<file path="src/spt_pkg.sv">
// package: register map, field layout, timing counts and state types of the serial port
package spt_pkg;

  // ----------------------------------------------------------------
  // register map
  // ----------------------------------------------------------------
  localparam int ADDR_W = 8;
  localparam logic [ADDR_W-1:0] ADDR_SERIAL_BUFFER = 8'h00;
  localparam logic [ADDR_W-1:0] ADDR_SERIAL_CONTROL = 8'h04;
  localparam logic [ADDR_W-1:0] ADDR_BAUD_CONTROL = 8'h08;

  // ----------------------------------------------------------------
  // serial_control_register fields
  // ----------------------------------------------------------------
  localparam int CTRL_MODE_SELECT_HIGH = 7;
  localparam int CTRL_MODE_SELECT_LOW = 6;
  localparam int CTRL_MODE_OPTION_BIT = 5;
  localparam int CTRL_RECEIVE_ENABLE = 4;
  localparam int CTRL_NINTH_RECEIVED_BIT = 2;
  localparam int CTRL_TRANSMIT_DONE_FLAG = 1;
  localparam int CTRL_RECEIVE_DONE_FLAG = 0;
  localparam logic [1:0] MODE_SYNC = 2'h0;
  localparam logic [1:0] MODE_ASYNC10 = 2'h1;

  // ----------------------------------------------------------------
  // baud control fields
  // ----------------------------------------------------------------
  localparam int BAUD_DOUBLING_BIT = 0;
  localparam int BAUD_RELOAD_LSB = 16;
  localparam logic [15:0] RELOAD_RESET = 16'h0001;

  // ----------------------------------------------------------------
  // timing: sync phases in pclk cycles, async counts in 16x ticks, bit indices
  // ----------------------------------------------------------------
  localparam logic [3:0] M0_SLOW_LAST = 4'hb;
  localparam logic [3:0] M0_SLOW_FALL = 4'h3;
  localparam logic [3:0] M0_SLOW_RISE = 4'h9;
  localparam logic [3:0] M0_FAST_LAST = 4'h3;
  localparam logic [3:0] M0_FAST_FALL = 4'h1;
  localparam logic [3:0] M0_FAST_RISE = 4'h3;
  localparam logic [3:0] VOTE_FIRST = 4'h7;
  localparam logic [3:0] VOTE_LAST = 4'h9;
  localparam logic [3:0] DIV16_LAST = 4'hf;
  localparam logic [3:0] LAST_DATA_BIT = 4'h7;
  localparam logic [3:0] STOP_BIT_INDEX = 4'h8;
  localparam logic [3:0] RX_STOP_INDEX = 4'h9;

  // ----------------------------------------------------------------
  // state types
  // ----------------------------------------------------------------
  typedef enum logic [2:0] {
    TX_IDLE = 3'b001,
    TX_SYNC = 3'b010,
    TX_ASYNC = 3'b100
  } spt_tx_state_t;

  typedef enum logic [2:0] {
    RX_IDLE = 3'b001,
    RX_SYNC = 3'b010,
    RX_ASYNC = 3'b100
  } spt_rx_state_t;

  typedef struct packed {
    logic [ADDR_W-1:0] paddr;
    logic psel;
    logic penable;
    logic pwrite;
    logic [31:0] pwdata;
  } spt_apb_req_t;

  typedef struct packed {
    logic txd_out;
    logic rxd_out;
    logic rxd_oe;
  } spt_pins_t;

endpackage

</file>
<file path="src/spt_serial_port.sv">
// module: serial port with synchronous shift mode and 10-bit asynchronous mode, APB slave
// Summary of operation
// - buffer writes load transmit data; buffer reads return received byte.
// - asynchronous transmitter and receiver run independently, full duplex.
// - sync mode moves data on rxd pin, port always drives shift clock.
// - sync frames are eight bits, least significant first.
// - sync shift rate is clock/12 with option bit 0, clock/4 with 1.
// - sync buffer write starts shifting until all eight bits are out.
// - fast sync: data one clock before clock falls, clock low two.
// - slow sync: data three clocks before clock falls, clock low six.
// - sync transmit done flag sets right after the last bit period.
// - sync receive starts only with receive enable set, done flag clear.
// - sync receive samples rxd at each shift clock rise, eight bits.
// - sync receive done flag sets after last rise; blocks until cleared.
// - async frame: start 0, eight data bits lsb first, stop 1.
// - async received stop bit goes into the ninth received bit.
// - async bit rate is timer overflow rate divided by 16 or 32.
// - async transmit bits launch on successive divide-by-16 rollovers.
// - stop bit follows data; transmit done sets at tenth rollover.
// - async receive: 16x sampling, falling edge restart, 2-of-3 vote.
// - start bit voted high aborts and returns to edge hunting.
// - frame loads only if done flag clear and option 0 or stop 1.
//
// Register access over APB and the register addresses are this design's own decisions.
`timescale 1ns/1ps
module spt_serial_port (
  // clock and reset
  input wire logic pclk,
  input wire logic presetn,
  // apb slave
  input wire logic psel,
  input wire logic penable,
  input wire logic pwrite,
  input wire logic [spt_pkg::ADDR_W-1:0] paddr,
  input wire logic [31:0] pwdata,
  output logic [31:0] prdata,
  output logic pready,
  output logic pslverr,
  // serial pins
  input wire logic rxd_in,
  output logic rxd_out,
  output logic rxd_oe,
  output logic txd_out
);

  // ----------------------------------------------------------------
  // state
  // ----------------------------------------------------------------
  typedef struct packed {
    logic [31:0] prdata;
    logic [7:0] tx_data;
    logic [7:0] rx_buf;
    logic [1:0] mode;
    logic mode_opt;
    logic ren;
    logic rb8;
    logic ti;
    logic ri;
    logic baud_dbl;
    logic [15:0] reload;
    spt_pkg::spt_tx_state_t tx_st;
    logic tx_pend;
    logic [8:0] tx_shift;
    logic [3:0] tx_bits;
    logic [3:0] tx_div16;
    logic [3:0] m0_phase;
    spt_pkg::spt_pins_t pins;
    spt_pkg::spt_rx_state_t rx_st;
    logic [7:0] rx_shift;
    logic [3:0] rx_bits;
    logic [3:0] rx_div16;
    logic [1:0] rx_votes;
    logic rx_prev;
    logic [1:0] rxd_sync;
  } spt_state_t;

  spt_state_t q, d;
  spt_pkg::spt_apb_req_t req;
  logic t1_tick;
  logic tick16;
  logic rxd_s;
  logic access;
  logic mapped;
  logic vote;
  logic [3:0] m0_last;
  logic [3:0] m0_fall;
  logic [3:0] m0_rise;
  logic [3:0] ph_next;

  assign req = '{paddr: paddr, psel: psel, penable: penable, pwrite: pwrite, pwdata: pwdata};
  assign rxd_s = q.rxd_sync[1];

  // ----------------------------------------------------------------
  // baud generation
  // ----------------------------------------------------------------
  // reload register stands in for the timer: overflow every reload+1 clocks
  spt_tick_div u_timer_ovf (
    .pclk(pclk),
    .presetn(presetn),
    .en(1'b1),
    .last(q.reload),
    .tick(t1_tick)
  );

  // 16x sample tick: overflow rate, or half of it without doubling
  spt_tick_div u_baud16 (
    .pclk(pclk),
    .presetn(presetn),
    .en(t1_tick),
    .last({15'h0000, ~q.baud_dbl}),
    .tick(tick16)
  );

  // ----------------------------------------------------------------
  // bus decode
  // ----------------------------------------------------------------
  always_comb begin
    mapped = (req.paddr == spt_pkg::ADDR_SERIAL_BUFFER) || (req.paddr == spt_pkg::ADDR_SERIAL_CONTROL) ||
             (req.paddr == spt_pkg::ADDR_BAUD_CONTROL);
    access = req.psel && req.penable;
  end

  // shift-clock shape for the selected sync rate
  always_comb begin
    if (q.mode_opt) begin
      m0_last = spt_pkg::M0_FAST_LAST;
      m0_fall = spt_pkg::M0_FAST_FALL;
      m0_rise = spt_pkg::M0_FAST_RISE;
    end else begin
      m0_last = spt_pkg::M0_SLOW_LAST;
      m0_fall = spt_pkg::M0_SLOW_FALL;
      m0_rise = spt_pkg::M0_SLOW_RISE;
    end
    ph_next = (q.m0_phase == m0_last) ? 4'h0 : q.m0_phase + 4'h1;
    vote = (q.rx_votes[0] & q.rx_votes[1]) | (q.rx_votes[0] & rxd_s) | (q.rx_votes[1] & rxd_s);
  end

  // ----------------------------------------------------------------
  // next state
  // ----------------------------------------------------------------
  always_comb begin
    d = q;
    d.rxd_sync = {q.rxd_sync[0], rxd_in};

    // read data is captured in the setup cycle so prdata leaves a flop
    if (req.psel && !req.penable && !req.pwrite) begin
      d.prdata = 32'h0000_0000;
      case (req.paddr)
        spt_pkg::ADDR_SERIAL_BUFFER: begin
          d.prdata[7:0] = q.rx_buf;
        end
        spt_pkg::ADDR_SERIAL_CONTROL: begin
          d.prdata[spt_pkg::CTRL_MODE_SELECT_HIGH] = q.mode[1];
          d.prdata[spt_pkg::CTRL_MODE_SELECT_LOW] = q.mode[0];
          d.prdata[spt_pkg::CTRL_MODE_OPTION_BIT] = q.mode_opt;
          d.prdata[spt_pkg::CTRL_RECEIVE_ENABLE] = q.ren;
          d.prdata[spt_pkg::CTRL_NINTH_RECEIVED_BIT] = q.rb8;
          d.prdata[spt_pkg::CTRL_TRANSMIT_DONE_FLAG] = q.ti;
          d.prdata[spt_pkg::CTRL_RECEIVE_DONE_FLAG] = q.ri;
        end
        spt_pkg::ADDR_BAUD_CONTROL: begin
          d.prdata[spt_pkg::BAUD_DOUBLING_BIT] = q.baud_dbl;
          d.prdata[spt_pkg::BAUD_RELOAD_LSB +: 16] = q.reload;
        end
        default: begin
          d.prdata = 32'h0000_0000;
        end
      endcase
    end

    // register writes first, so hardware flag sets below win over a clear
    if (access && req.pwrite && mapped) begin
      case (req.paddr)
        spt_pkg::ADDR_SERIAL_BUFFER: begin
          // a write during a frame is dropped; the shifter is never disturbed
          if (q.tx_st == spt_pkg::TX_IDLE && !q.tx_pend) begin
            d.tx_data = req.pwdata[7:0];
            d.tx_pend = 1'b1;
          end
        end
        spt_pkg::ADDR_SERIAL_CONTROL: begin
          d.mode = {req.pwdata[spt_pkg::CTRL_MODE_SELECT_HIGH], req.pwdata[spt_pkg::CTRL_MODE_SELECT_LOW]};
          d.mode_opt = req.pwdata[spt_pkg::CTRL_MODE_OPTION_BIT];
          d.ren = req.pwdata[spt_pkg::CTRL_RECEIVE_ENABLE];
          d.rb8 = req.pwdata[spt_pkg::CTRL_NINTH_RECEIVED_BIT];
          d.ti = req.pwdata[spt_pkg::CTRL_TRANSMIT_DONE_FLAG];
          d.ri = req.pwdata[spt_pkg::CTRL_RECEIVE_DONE_FLAG];
        end
        spt_pkg::ADDR_BAUD_CONTROL: begin
          d.baud_dbl = req.pwdata[spt_pkg::BAUD_DOUBLING_BIT];
          d.reload = req.pwdata[spt_pkg::BAUD_RELOAD_LSB +: 16];
        end
        default: begin
          d.tx_pend = q.tx_pend;
        end
      endcase
    end

    // shared sync-mode bit timer; only one sync direction runs at a time
    if (q.tx_st == spt_pkg::TX_SYNC || q.rx_st == spt_pkg::RX_SYNC) begin
      d.m0_phase = ph_next;
      if (ph_next == m0_fall) begin
        d.pins.txd_out = 1'b0;
      end
      if (ph_next == m0_rise) begin
        d.pins.txd_out = 1'b1;
      end
    end

    // ----------------------------------------------------------------
    // transmitter
    // ----------------------------------------------------------------
    if (tick16) begin
      d.tx_div16 = q.tx_div16 + 4'h1;
    end
    case (q.tx_st)
      spt_pkg::TX_IDLE: begin
        if (q.tx_pend && q.mode == spt_pkg::MODE_SYNC && q.rx_st == spt_pkg::RX_IDLE) begin
          d.tx_st = spt_pkg::TX_SYNC;
          d.tx_pend = 1'b0;
          d.tx_shift = {1'b1, q.tx_data};
          d.tx_bits = 4'h0;
          d.m0_phase = 4'h0;
          d.pins.rxd_out = q.tx_data[0];
          d.pins.rxd_oe = 1'b1;
          d.pins.txd_out = 1'b1;
        end else if (q.tx_pend && q.mode == spt_pkg::MODE_ASYNC10 && tick16 && q.tx_div16 == spt_pkg::DIV16_LAST) begin
          d.tx_st = spt_pkg::TX_ASYNC;
          d.tx_pend = 1'b0;
          d.tx_shift = {1'b1, q.tx_data};
          d.tx_bits = 4'h0;
          d.pins.txd_out = 1'b0;
        end
      end
      spt_pkg::TX_SYNC: begin
        if (q.m0_phase == m0_last) begin
          if (q.tx_bits == spt_pkg::LAST_DATA_BIT) begin
            d.tx_st = spt_pkg::TX_IDLE;
            d.ti = 1'b1;
            d.pins.rxd_oe = 1'b0;
            d.pins.rxd_out = 1'b1;
          end else begin
            // next bit appears at phase 0, fall and rise are counted from it
            d.tx_bits = q.tx_bits + 4'h1;
            d.tx_shift = {1'b1, q.tx_shift[8:1]};
            d.pins.rxd_out = q.tx_shift[1];
          end
        end
      end
      spt_pkg::TX_ASYNC: begin
        if (tick16 && q.tx_div16 == spt_pkg::DIV16_LAST) begin
          d.pins.txd_out = q.tx_shift[0];
          d.tx_shift = {1'b1, q.tx_shift[8:1]};
          d.tx_bits = q.tx_bits + 4'h1;
          if (q.tx_bits == spt_pkg::STOP_BIT_INDEX) begin
            d.tx_st = spt_pkg::TX_IDLE;
            d.ti = 1'b1;
          end
        end
      end
      default: begin
        d.tx_st = spt_pkg::TX_IDLE;
      end
    endcase

    // ----------------------------------------------------------------
    // receiver
    // ----------------------------------------------------------------
    case (q.rx_st)
      spt_pkg::RX_IDLE: begin
        if (q.mode == spt_pkg::MODE_SYNC && q.ren && !q.ri && q.tx_st == spt_pkg::TX_IDLE && !q.tx_pend) begin
          d.rx_st = spt_pkg::RX_SYNC;
          d.rx_bits = 4'h0;
          d.m0_phase = 4'h0;
          d.pins.rxd_oe = 1'b0;
          d.pins.txd_out = 1'b1;
        end else if (tick16) begin
          d.rx_prev = rxd_s;
          if (q.mode == spt_pkg::MODE_ASYNC10 && q.ren && q.rx_prev && !rxd_s) begin
            d.rx_st = spt_pkg::RX_ASYNC;
            d.rx_div16 = 4'h0;
            d.rx_bits = 4'h0;
          end
        end
      end
      spt_pkg::RX_SYNC: begin
        // taken one cycle after the rise: the two-flop delay puts the pin sample
        // inside the low phase, after the partner's change at the fall
        if (q.m0_phase == m0_rise) begin
          d.rx_shift = {rxd_s, q.rx_shift[7:1]};
          d.rx_bits = q.rx_bits + 4'h1;
          if (q.rx_bits == spt_pkg::LAST_DATA_BIT) begin
            d.rx_buf = {rxd_s, q.rx_shift[7:1]};
            d.ri = 1'b1;
            d.rx_st = spt_pkg::RX_IDLE;
          end
        end
      end
      spt_pkg::RX_ASYNC: begin
        if (tick16) begin
          d.rx_div16 = q.rx_div16 + 4'h1;
          if (q.rx_div16 >= spt_pkg::VOTE_FIRST && q.rx_div16 < spt_pkg::VOTE_LAST) begin
            d.rx_votes = {q.rx_votes[0], rxd_s};
          end
          if (q.rx_div16 == spt_pkg::VOTE_LAST) begin
            d.rx_bits = q.rx_bits + 4'h1;
            if (q.rx_bits == 4'h0) begin
              if (vote) begin
                d.rx_st = spt_pkg::RX_IDLE;
                d.rx_prev = rxd_s;
              end
            end else if (q.rx_bits == spt_pkg::RX_STOP_INDEX) begin
              // mid stop bit: decide, then hunt for the next edge
              if (!q.ri && (!q.mode_opt || vote)) begin
                d.rx_buf = q.rx_shift;
                d.rb8 = vote;
                d.ri = 1'b1;
              end
              d.rx_st = spt_pkg::RX_IDLE;
              d.rx_prev = rxd_s;
            end else begin
              d.rx_shift = {vote, q.rx_shift[7:1]};
            end
          end
        end
        // switching mode away aborts the frame
        if (q.mode != spt_pkg::MODE_ASYNC10) begin
          d.rx_st = spt_pkg::RX_IDLE;
        end
      end
      default: begin
        d.rx_st = spt_pkg::RX_IDLE;
      end
    endcase
  end

  // ----------------------------------------------------------------
  // registers
  // ----------------------------------------------------------------
  always_ff @(posedge pclk or negedge presetn) begin
    if (!presetn) begin
      q <= '0;
      q.reload <= spt_pkg::RELOAD_RESET;
      q.tx_st <= spt_pkg::TX_IDLE;
      q.rx_st <= spt_pkg::RX_IDLE;
      q.pins <= '{txd_out: 1'b1, rxd_out: 1'b1, rxd_oe: 1'b0};
      q.rx_prev <= 1'b1;
      q.rxd_sync <= 2'h3;
    end else begin
      q <= d;
    end
  end

  // ----------------------------------------------------------------
  // outputs
  // ----------------------------------------------------------------
  assign prdata = q.prdata;
  assign pready = access;
  assign pslverr = access && !mapped;
  assign txd_out = q.pins.txd_out;
  assign rxd_out = q.pins.rxd_out;
  assign rxd_oe = q.pins.rxd_oe;

endmodule // spt_serial_port

</file>
<file path="src/spt_tick_div.sv">
// module: programmable enable-pulse divider
`timescale 1ns/1ps
module spt_tick_div (
  // clock and reset
  input wire logic pclk,
  input wire logic presetn,
  // count enable and terminal count
  input wire logic en,
  input wire logic [15:0] last,
  // one-cycle pulse every last+1 enables
  output logic tick
);

  typedef struct packed {
    logic [15:0] cnt;
    logic tick;
  } spt_div_state_t;

  spt_div_state_t q, d;

  always_comb begin
    d = q;
    d.tick = 1'b0;
    if (en) begin
      if (q.cnt >= last) begin
        d.cnt = 16'h0000;
        d.tick = 1'b1;
      end else begin
        d.cnt = q.cnt + 16'h0001;
      end
    end
  end

  always_ff @(posedge pclk or negedge presetn) begin
    if (!presetn) begin
      q <= '0;
    end else begin
      q <= d;
    end
  end

  assign tick = q.tick;

endmodule // spt_tick_div

</file>
<file path="config.mk">
export PLATFORM = sky130hd
export DESIGN_NAME = spt_serial_port
export DESIGN_NICKNAME = d
export VERILOG_FILES = /design/src/spt_pkg.sv /design/src/spt_serial_port.sv /design/src/spt_tick_div.sv
export SDC_FILE = /design/constraint.sdc
export NUM_CORES = 1
export LEC_CHECK = 0
export ABC_AREA = 1
export BUFFER_PORTS_ARGS = -buffer_cell sky130_fd_sc_hd__buf_2
export CELL_PAD_IN_SITES_DETAIL_PLACEMENT = 1
export CELL_PAD_IN_SITES_GLOBAL_PLACEMENT = 1
export CORE_MARGIN = 4
export CORE_UTILIZATION = 45
export CTS_CLUSTER_DIAMETER = 200
export CTS_CLUSTER_SIZE = 20
export DETAILED_ROUTE_END_ITERATION = 7
export HOLD_SLACK_MARGIN = 0.15
export PLACE_DENSITY = 0.93
export SLEW_MARGIN = 25
export SYNTH_ARGS = -nofsm -noshare
export SYNTH_HDL_FRONTEND = slang
export SYNTH_SLANG_ARGS = --single-unit
export TNS_END_PERCENT = 5
</file>
<file path="constraint.sdc">
create_clock -name pclk -period 1.8 [get_ports pclk]
set_input_delay 0.09 -clock pclk [delete_from_list [all_inputs] [get_ports pclk]]
set_output_delay 0.09 -clock pclk [all_outputs]
set_load 0.01 [all_outputs]
</file>
* Word-level counts from Yosys, hierarchy flattened *
Cells that the tools add are included.

word-level totals
  register bits after elaboration = 150
  latch bits = 0
  bits in writable memories = 0
  memory bits (read-only) = 0
  bits of input ports = 46
  logic and storage cells = 254
  memories = 0

cells by class
  $add $sub $neg = 7
  multipliers = 0
  div/mod/pow operators = 0
  magnitude comparators = 4
  equality and inequality tests = 46
  shift operators = 0
  mux-type cells = 106
  bitwise operators = 6
  reductions and logical operators = 54

operators with widths
  operator               count
  $mux 8                 11
  $mux 17                3
  $mux 16                3
  $mux 1                 40
  $mux 13                3
  $mux 3                 13
  $pmux 13 s3            1
  $add 16x1->16 const B  2
  $pmux 8 s2             2
  $mux 15                2
  $mux 4                 7
  $logic_and 1x1->1      22
  $mux 22                1
  $add 4x1->4 const B    5
  $mux 20                1
  $ne 2x2->1 const B     10
  $pmux 3 s3             2
  $eq 4x4->1             4
  $eq 4x4->1 const B     4
  $ge 16x1->1            1
  $ge 16x16->1           1
  $ne 2x1->1 const B     8
  $pmux 4 s2             2
  $reduce_and 8->1       2
  34 further kinds       73

* Depth between registers and ports, before layout *
Gate-level depths: netlist of the first run.

  depth after elaboration = 12
  mapped depth = 12

* Hierarchy *
From an unflattened synthesis of the first run, not the netlist that was laid out.

unflattened totals
  cells, all modules = 1112
  area total of the unflattened synthesis = 8892.3 µm²

modules (own cells, without submodules)
  module                      times used  cells each  area each (µm²)
  spt_serial_port             1           767         6100.9
  spt_tick_div (u_timer_ovf)  1           167         1416.4
  spt_tick_div (u_baud16)     1           178         1375.1

* Worst setup path before layout of the first run *
OpenSTA, ideal clock, no wires.

  path kind = register to register
  from = reg u_timer_ovf.q[11] in the netlist's numbering
  to = reg u_timer_ovf.q[10] in the netlist's numbering
  setup time = 0.120 ns
  arrival time = 1.500 ns
  setup slack = 0.180 ns
  cell stages (with the launch flop) = 8
  clock period less this slack = 1.620 ns
  cells stage by stage = dfrtp_1 > ha_1 > nand4_1 > nor3_1 > nand3_1 > nand3_1 > buf_2 > nor2_1

RTL lines
  item                    line                source
  from (decl)             spt_tick_div.sv:19  spt_div_state_t q, d;
  from (signal assigned)  spt_tick_div.sv:36  q <= '0;
  from (signal assigned)  spt_tick_div.sv:38  q <= d;

==> metrics, run 1 <==
clock slew at reported path FFs=0.07 ns; area leader, netlist=dfrtp_1; warnings from Yosys=0; synthesized area=7949 µm²; Die X=140.9 µm; Port Buffer Count=66; Final Cell Area=9638 µm²; Post-DP HPWL=17.01 mm; ys flop type=dfrtp_1; Yosys reg bits=150; first-pass iteration count of the detailed router=8; status=finished with violations; DRT antenna net count=0; root buf cell=clkbuf_16; Place WS=-0.08531 ns; peak supply drop=0.0008507 V; slowest CP cell=dfstp_2; core region area=17300 µm²; die area=19850 µm²; critical setup path kind=reg -> reg; Starting Density=0.4596; Via-to-Cell Ratio=5.759; gr ovfl total=0; layout cell share with drive strength beyond 1=0.2357; placed cell area=8528 µm²; CP delay by family, top=flip-flops; wire length per cell=22.30 µm; Crit. End Element=flip-flop; Post-synth ARST share=1.000; pwr dens=830.3 nW/µm²; buffer and inverter count on the worst path=2; initial drt markers=567; worst-path maximum fanout=7; Max-Cap Viols=0; top cell type's share of synthesized area=0.4470; CTS H-Tree Depth=4; die height=140.9 µm; CP cell instances=ha_1 -> inv_1 -> a21oi_2 -> o21ai_0 -> nand2_1 -> nand2_1 -> nand2_1 -> nand3_2 -> buf_6 -> nor2_2; Skew-Pair Late Insertion Delay=0.45 ns; Commonest cells post-synth=nand2_1, dfrtp_1, inv_1, nor2_1, o21ai_0; Layout fillers=2053; crit share post-route=1.019; failing checks=setup timing; clk_skew=0.01231 ns; WP data required=2.16 ns; Syn Inst Count=963; Max Freq=0.5451 GHz; EDFF count, synth=0; CP max stage delay=0.58 ns; final net count=1148; Tot Pwr=8.003 mW; Hold Crit Class=in -> async; setup TNS=-0.06183 ns; Top Ports=83; vias in the first global route=8166; Max-slew headroom=0.5431; final WL=29.26 mm; CP Launch Type=flip-flop; number of CTS-inserted buffers=17; CP Data Arrival Time=2.20 ns; most frequent cell on the critical path=nand2_1; Leakage=4.738 nW; Cell Rows=48; Distinct cells, synth=42; Area growth syn-to-layout=21.25%; Slew Limit Fails=0; min Tclk post-route=1.835 ns; Slew @ Worst Pin=0.6853 ns; Final Setup Violations=3; clock buffer depth=2; initial antenna violation count=0; Final Hold Fails=0; Avg Inst Size Synth=8.254 µm²; count leader, synth=nand2_1; CTS sink cnt=150; All-Layer GR Usage=0.2843; largest net degree at the start of global routing=53; Final Wtd Congestion=0.8487; Seq/Total Area, Yosys=0.4735; RSZ-0062 raised after global routing=true; Area contributors post-synth=dfrtp_1, nand2_1, inv_1; Worst Setup Slack, final=-0.03460 ns; DR DRC count=0; CTS tree=done; Via Count=7556; global-route wire length before repair=43.90 mm
[report_power, final]
group | total, mW | switching (mW) | leakage [nW] | internal, mW
Combinational | 0.860 | 0.530 | 2.51 | 0.330
Clock | 3.51 | 1.60 | 0.268 | 1.92
Sequential | 3.63 | 0.123 | 1.96 | 3.51
Total | 8.00 | 2.25 | 4.74 | 5.75
[final cells by class]
| type | instances | area (µm²) | area share |
|---|---|---|---|
| Clock buffer | 19 | 432.9 | 0.04492 |
| Inverter | 115 | 431.7 | 0.04479 |
| Tap cell | 225 | 281.5 | 0.02921 |
| Clock inverter | 13 | 121.4 | 0.01259 |
| Antenna cell | 1 | 2.502 | 0.0002596 |
| Timing Repair Buffer | 135 | 963.4 | 0.09996 |
| Sequential cell | 150 | 3771 | 0.3913 |
| Multi-Input combinational cell | 654 | 3633 | 0.3770 |
[final timing paths]
path / start / end / slack [ns] / cells past startpoint
worst max-delay path: q[52] / u_timer_ovf.q[10] / -0.03 / 10
worst min-delay path: presetn / u_baud16.q[7] / 0.18 / 2
worst max register to register: q[52] / u_timer_ovf.q[10] / -0.03 / 10
worst min register to register: d[1] / q[1] / 0.36 / 0
max in group asynchronous: presetn / rxd_out / 0.91 / 3
min in group pclk: paddr[4] / q[48] / 0.20 / 6
[per-stage QoR]
step                cells  utilization  hold slack [ns]
global placement     1243       0.4931          0.07814
finish               1312       0.5572           0.1779
floorplan             970            -          -0.2056
CTS                  1302       0.5428           0.1900
detailed placement   1243       0.4931          0.08295
global route         1311       0.5571           0.2088
[registers in the layout, indices dropped and copies added, names as in the netlist]
register and count:
u_baud16.tick 1, d 1, rxd_out 1, txd_out 1, u_timer_ovf.tick 1, prdata 24, u_baud16.q 16, q 88
rxd_oe 1, u_timer_ovf.q 16
[cell families after synthesis]
group / share of synthesized area
DFF: 0.4735
buffers and inverters: 0.09680
AOI/OAI and AO/OA: 0.08579
and+or+nand+nor: 0.2531
adders and majority gates: 0.04565
xor gates and xnor gates: 0.02204
muxes: 0.02267
other: 0.0004718
[cells in the final DEF (no fill, tap or decap), drive strengths merged, types with 2 or more instances in the layout]
cell type and instances:
nand4 28, dfstp 8, conb 8, o21ai 62
a211oi 3, nand3 50, clkinv 6, dfrtp 142
clkinvlp 2, or2 5, nor3 14, nor2 101
mux2 16, a21oi 27, o211ai 3, dlygate4sd3 26
buf 109, nand2 265, inv 119, xor2 16
ha 29, clkbuf 19, o31ai 15, xnor2 4
[timing repair]
action / 4_1_cts / 5_1_grt
gates cloned: 0 / 1
hold buffers: 26 / 0
resized for setup: 14 / 60
hold endpoints to repair: 178 / 0
setup buffers: 1 / 8
setup endpoints to repair: 28 / 56
pin swaps: 1 / 12
[metal layers]
| metal | vias up | part of all wire | global-route usage | wire, µm |
|---|---|---|---|---|
| met5 | - | 0 | 0 | 0 |
| met4 | 0 | 0.061 | 0.1540 | 1778 |
| met3 | 144 | 0.052 | 0.05699 | 1522 |
| li1 | 3280 | - | - | - |
| met2 | 343 | 0.52 | 0.5151 | 15320 |
| met1 | 3789 | 0.36 | 0.3113 | 10650 |
No activity file was read; power rests on OpenSTA's default activity.
==> run 2, diff against run 1 <==
- GPL_TIMING_DRIVEN: not set -> 0
==> metrics, run 2 (same netlist as run 1, synthesis figures left out) <==
initial antenna violation count=2; pwr dens=834.0 nW/µm²; Starting Density=0.4596; CP max stage delay=0.38 ns; Place WS=-0.2719 ns; root buf cell=clkbuf_16; CTS sink cnt=150; Via-to-Cell Ratio=5.836; die height=140.9 µm; clock buffer depth=2; CP Data Arrival Time=2.32 ns; All-Layer GR Usage=0.2712; initial drt markers=719; CTS tree=done; Post-DP HPWL=16.45 mm; Final Setup Violations=35; Max-Cap Viols=0; CP delay by family, top=simple AND/OR/NAND/NOR gates; clk_skew=0.02048 ns; number of CTS-inserted buffers=17; critical setup path kind=reg -> reg; Max-slew headroom=0.5580; WP data required=2.10 ns; largest net degree at the start of global routing=95; Layout fillers=2048; Die X=140.9 µm; CTS H-Tree Depth=4; setup TNS=-4.085 ns; Leakage=4.928 nW; RSZ-0062 raised after global routing=true; failing checks=setup timing; Skew-Pair Late Insertion Delay=0.44 ns; commonest cells after routing, fill and taps aside=nand2_1, dfrtp_1, inv_1, nor2_1, buf_2; CP Launch Type=flip-flop; Area growth syn-to-layout=26.10%; final net count=1178; core region area=17300 µm²; Slew @ Worst Pin=0.6631 ns; peak supply drop=0.0007094 V; Hold Crit Class=in -> async; final WL=31.24 mm; Port Buffer Count=66; buffer and inverter count on the worst path=2; max reg flops=88; most common cell after layout, fill and taps aside=nand2_1; wire length per cell=23.26 µm; fin util=0.5795; Top Ports=83; Max Freq=0.4968 GHz; CP cell instances=inv_1 -> ha_4 -> nand4_1 -> nor3_4 -> nand3_2 -> nand3_4 -> buf_6 -> nor2_1; worst-path maximum fanout=7; Final Wtd Congestion=0.8574; register name with the most flops=q; gr ovfl total=0; global-route wire length before repair=42.21 mm; Via Count=7838; first-pass iteration count of the detailed router=5; Worst Setup Slack, final=-0.2130 ns; status=finished with violations; die area=19850 µm²; slowest CP cell=dfrtp_1; min Tclk post-route=2.013 ns; layout cell share with drive strength beyond 1=0.2509; vias in the first global route=8108; Final Hold Fails=0; clock slew at reported path FFs=0.08 ns; Slew Limit Fails=0; Cell Rows=48; Crit. End Element=flip-flop; DR DRC count=0; DRT antenna net count=0; crit share post-route=1.118
[run 2: power breakdown]
group / leakage [nW] / switching (mW) / internal (mW)
combinational: 2.69 / 0.587 / 0.372
sequential: 1.96 / 0.111 / 3.51
clock: 0.284 / 1.52 / 2.26
total: 4.93 / 2.22 / 6.14
[run 2: final timing paths]
check	from	to	slack, ns	cells past startpoint
max in group asynchronous	presetn	u_timer_ovf.q[10]	0.78	3
min in group pclk	paddr[3]	prdata[17]	0.21	5
worst min-delay path	presetn	u_baud16.q[9]	0.18	2
worst min register to register	d[1]	q[1]	0.36	0
worst max register to register	q[61]	u_timer_ovf.q[16]	-0.21	8
worst max-delay path	q[61]	u_timer_ovf.q[16]	-0.21	8
[run 2: area by class of cell]
class	instances	area (µm²)	area share
diodes	2	5.005	0.0004993
plain buffers	50	375.4	0.03745
clock buffers	24	471.7	0.04706
clock inverters	8	123.9	0.01236
inverters	115	437.9	0.04369
multi-input cells	654	3745	0.3736
flip-flops and latches	150	3769	0.3760
well taps	225	281.5	0.02809
repair buffers	115	814.5	0.08126
[run 2: layer usage]
metal | track usage | up-vias | part of all wire
li1 | - | 3339 | -
met1 | 0.3062 | 3927 | 0.36
met2 | 0.4778 | 410 | 0.51
met3 | 0.06581 | 162 | 0.059
met4 | 0.1356 | 0 | 0.066
met5 | 0 | - | 0
[run 2: stage by stage]
stage / std cells / power [mW] / hold slack, ns / cell area (µm²)
2_1_floorplan: 970 / 4.082 / -0.2056 / 7975
3_3_place_gp: 1261 / 4.338 / 0.1959 / 8587
3_5_place_dp: 1262 / 4.391 / 0.05920 / 8625
4_1_cts: 1324 / 8.160 / 0.1502 / 9625
5_1_grt: 1343 / 8.617 / 0.2181 / 10020
6_report: 1343 / 8.360 / 0.1775 / 10020
[run 2: repair_timing]
item | in CTS | in global routing
setup endpoints to repair | 46 | 72
resized for setup | 32 | 75
hold endpoints to repair | 182 | 0
pin swaps | 4 | 20
hold buffers | 28 | 0
gates cloned | 0 | 1
buffers inserted | 2 | 17
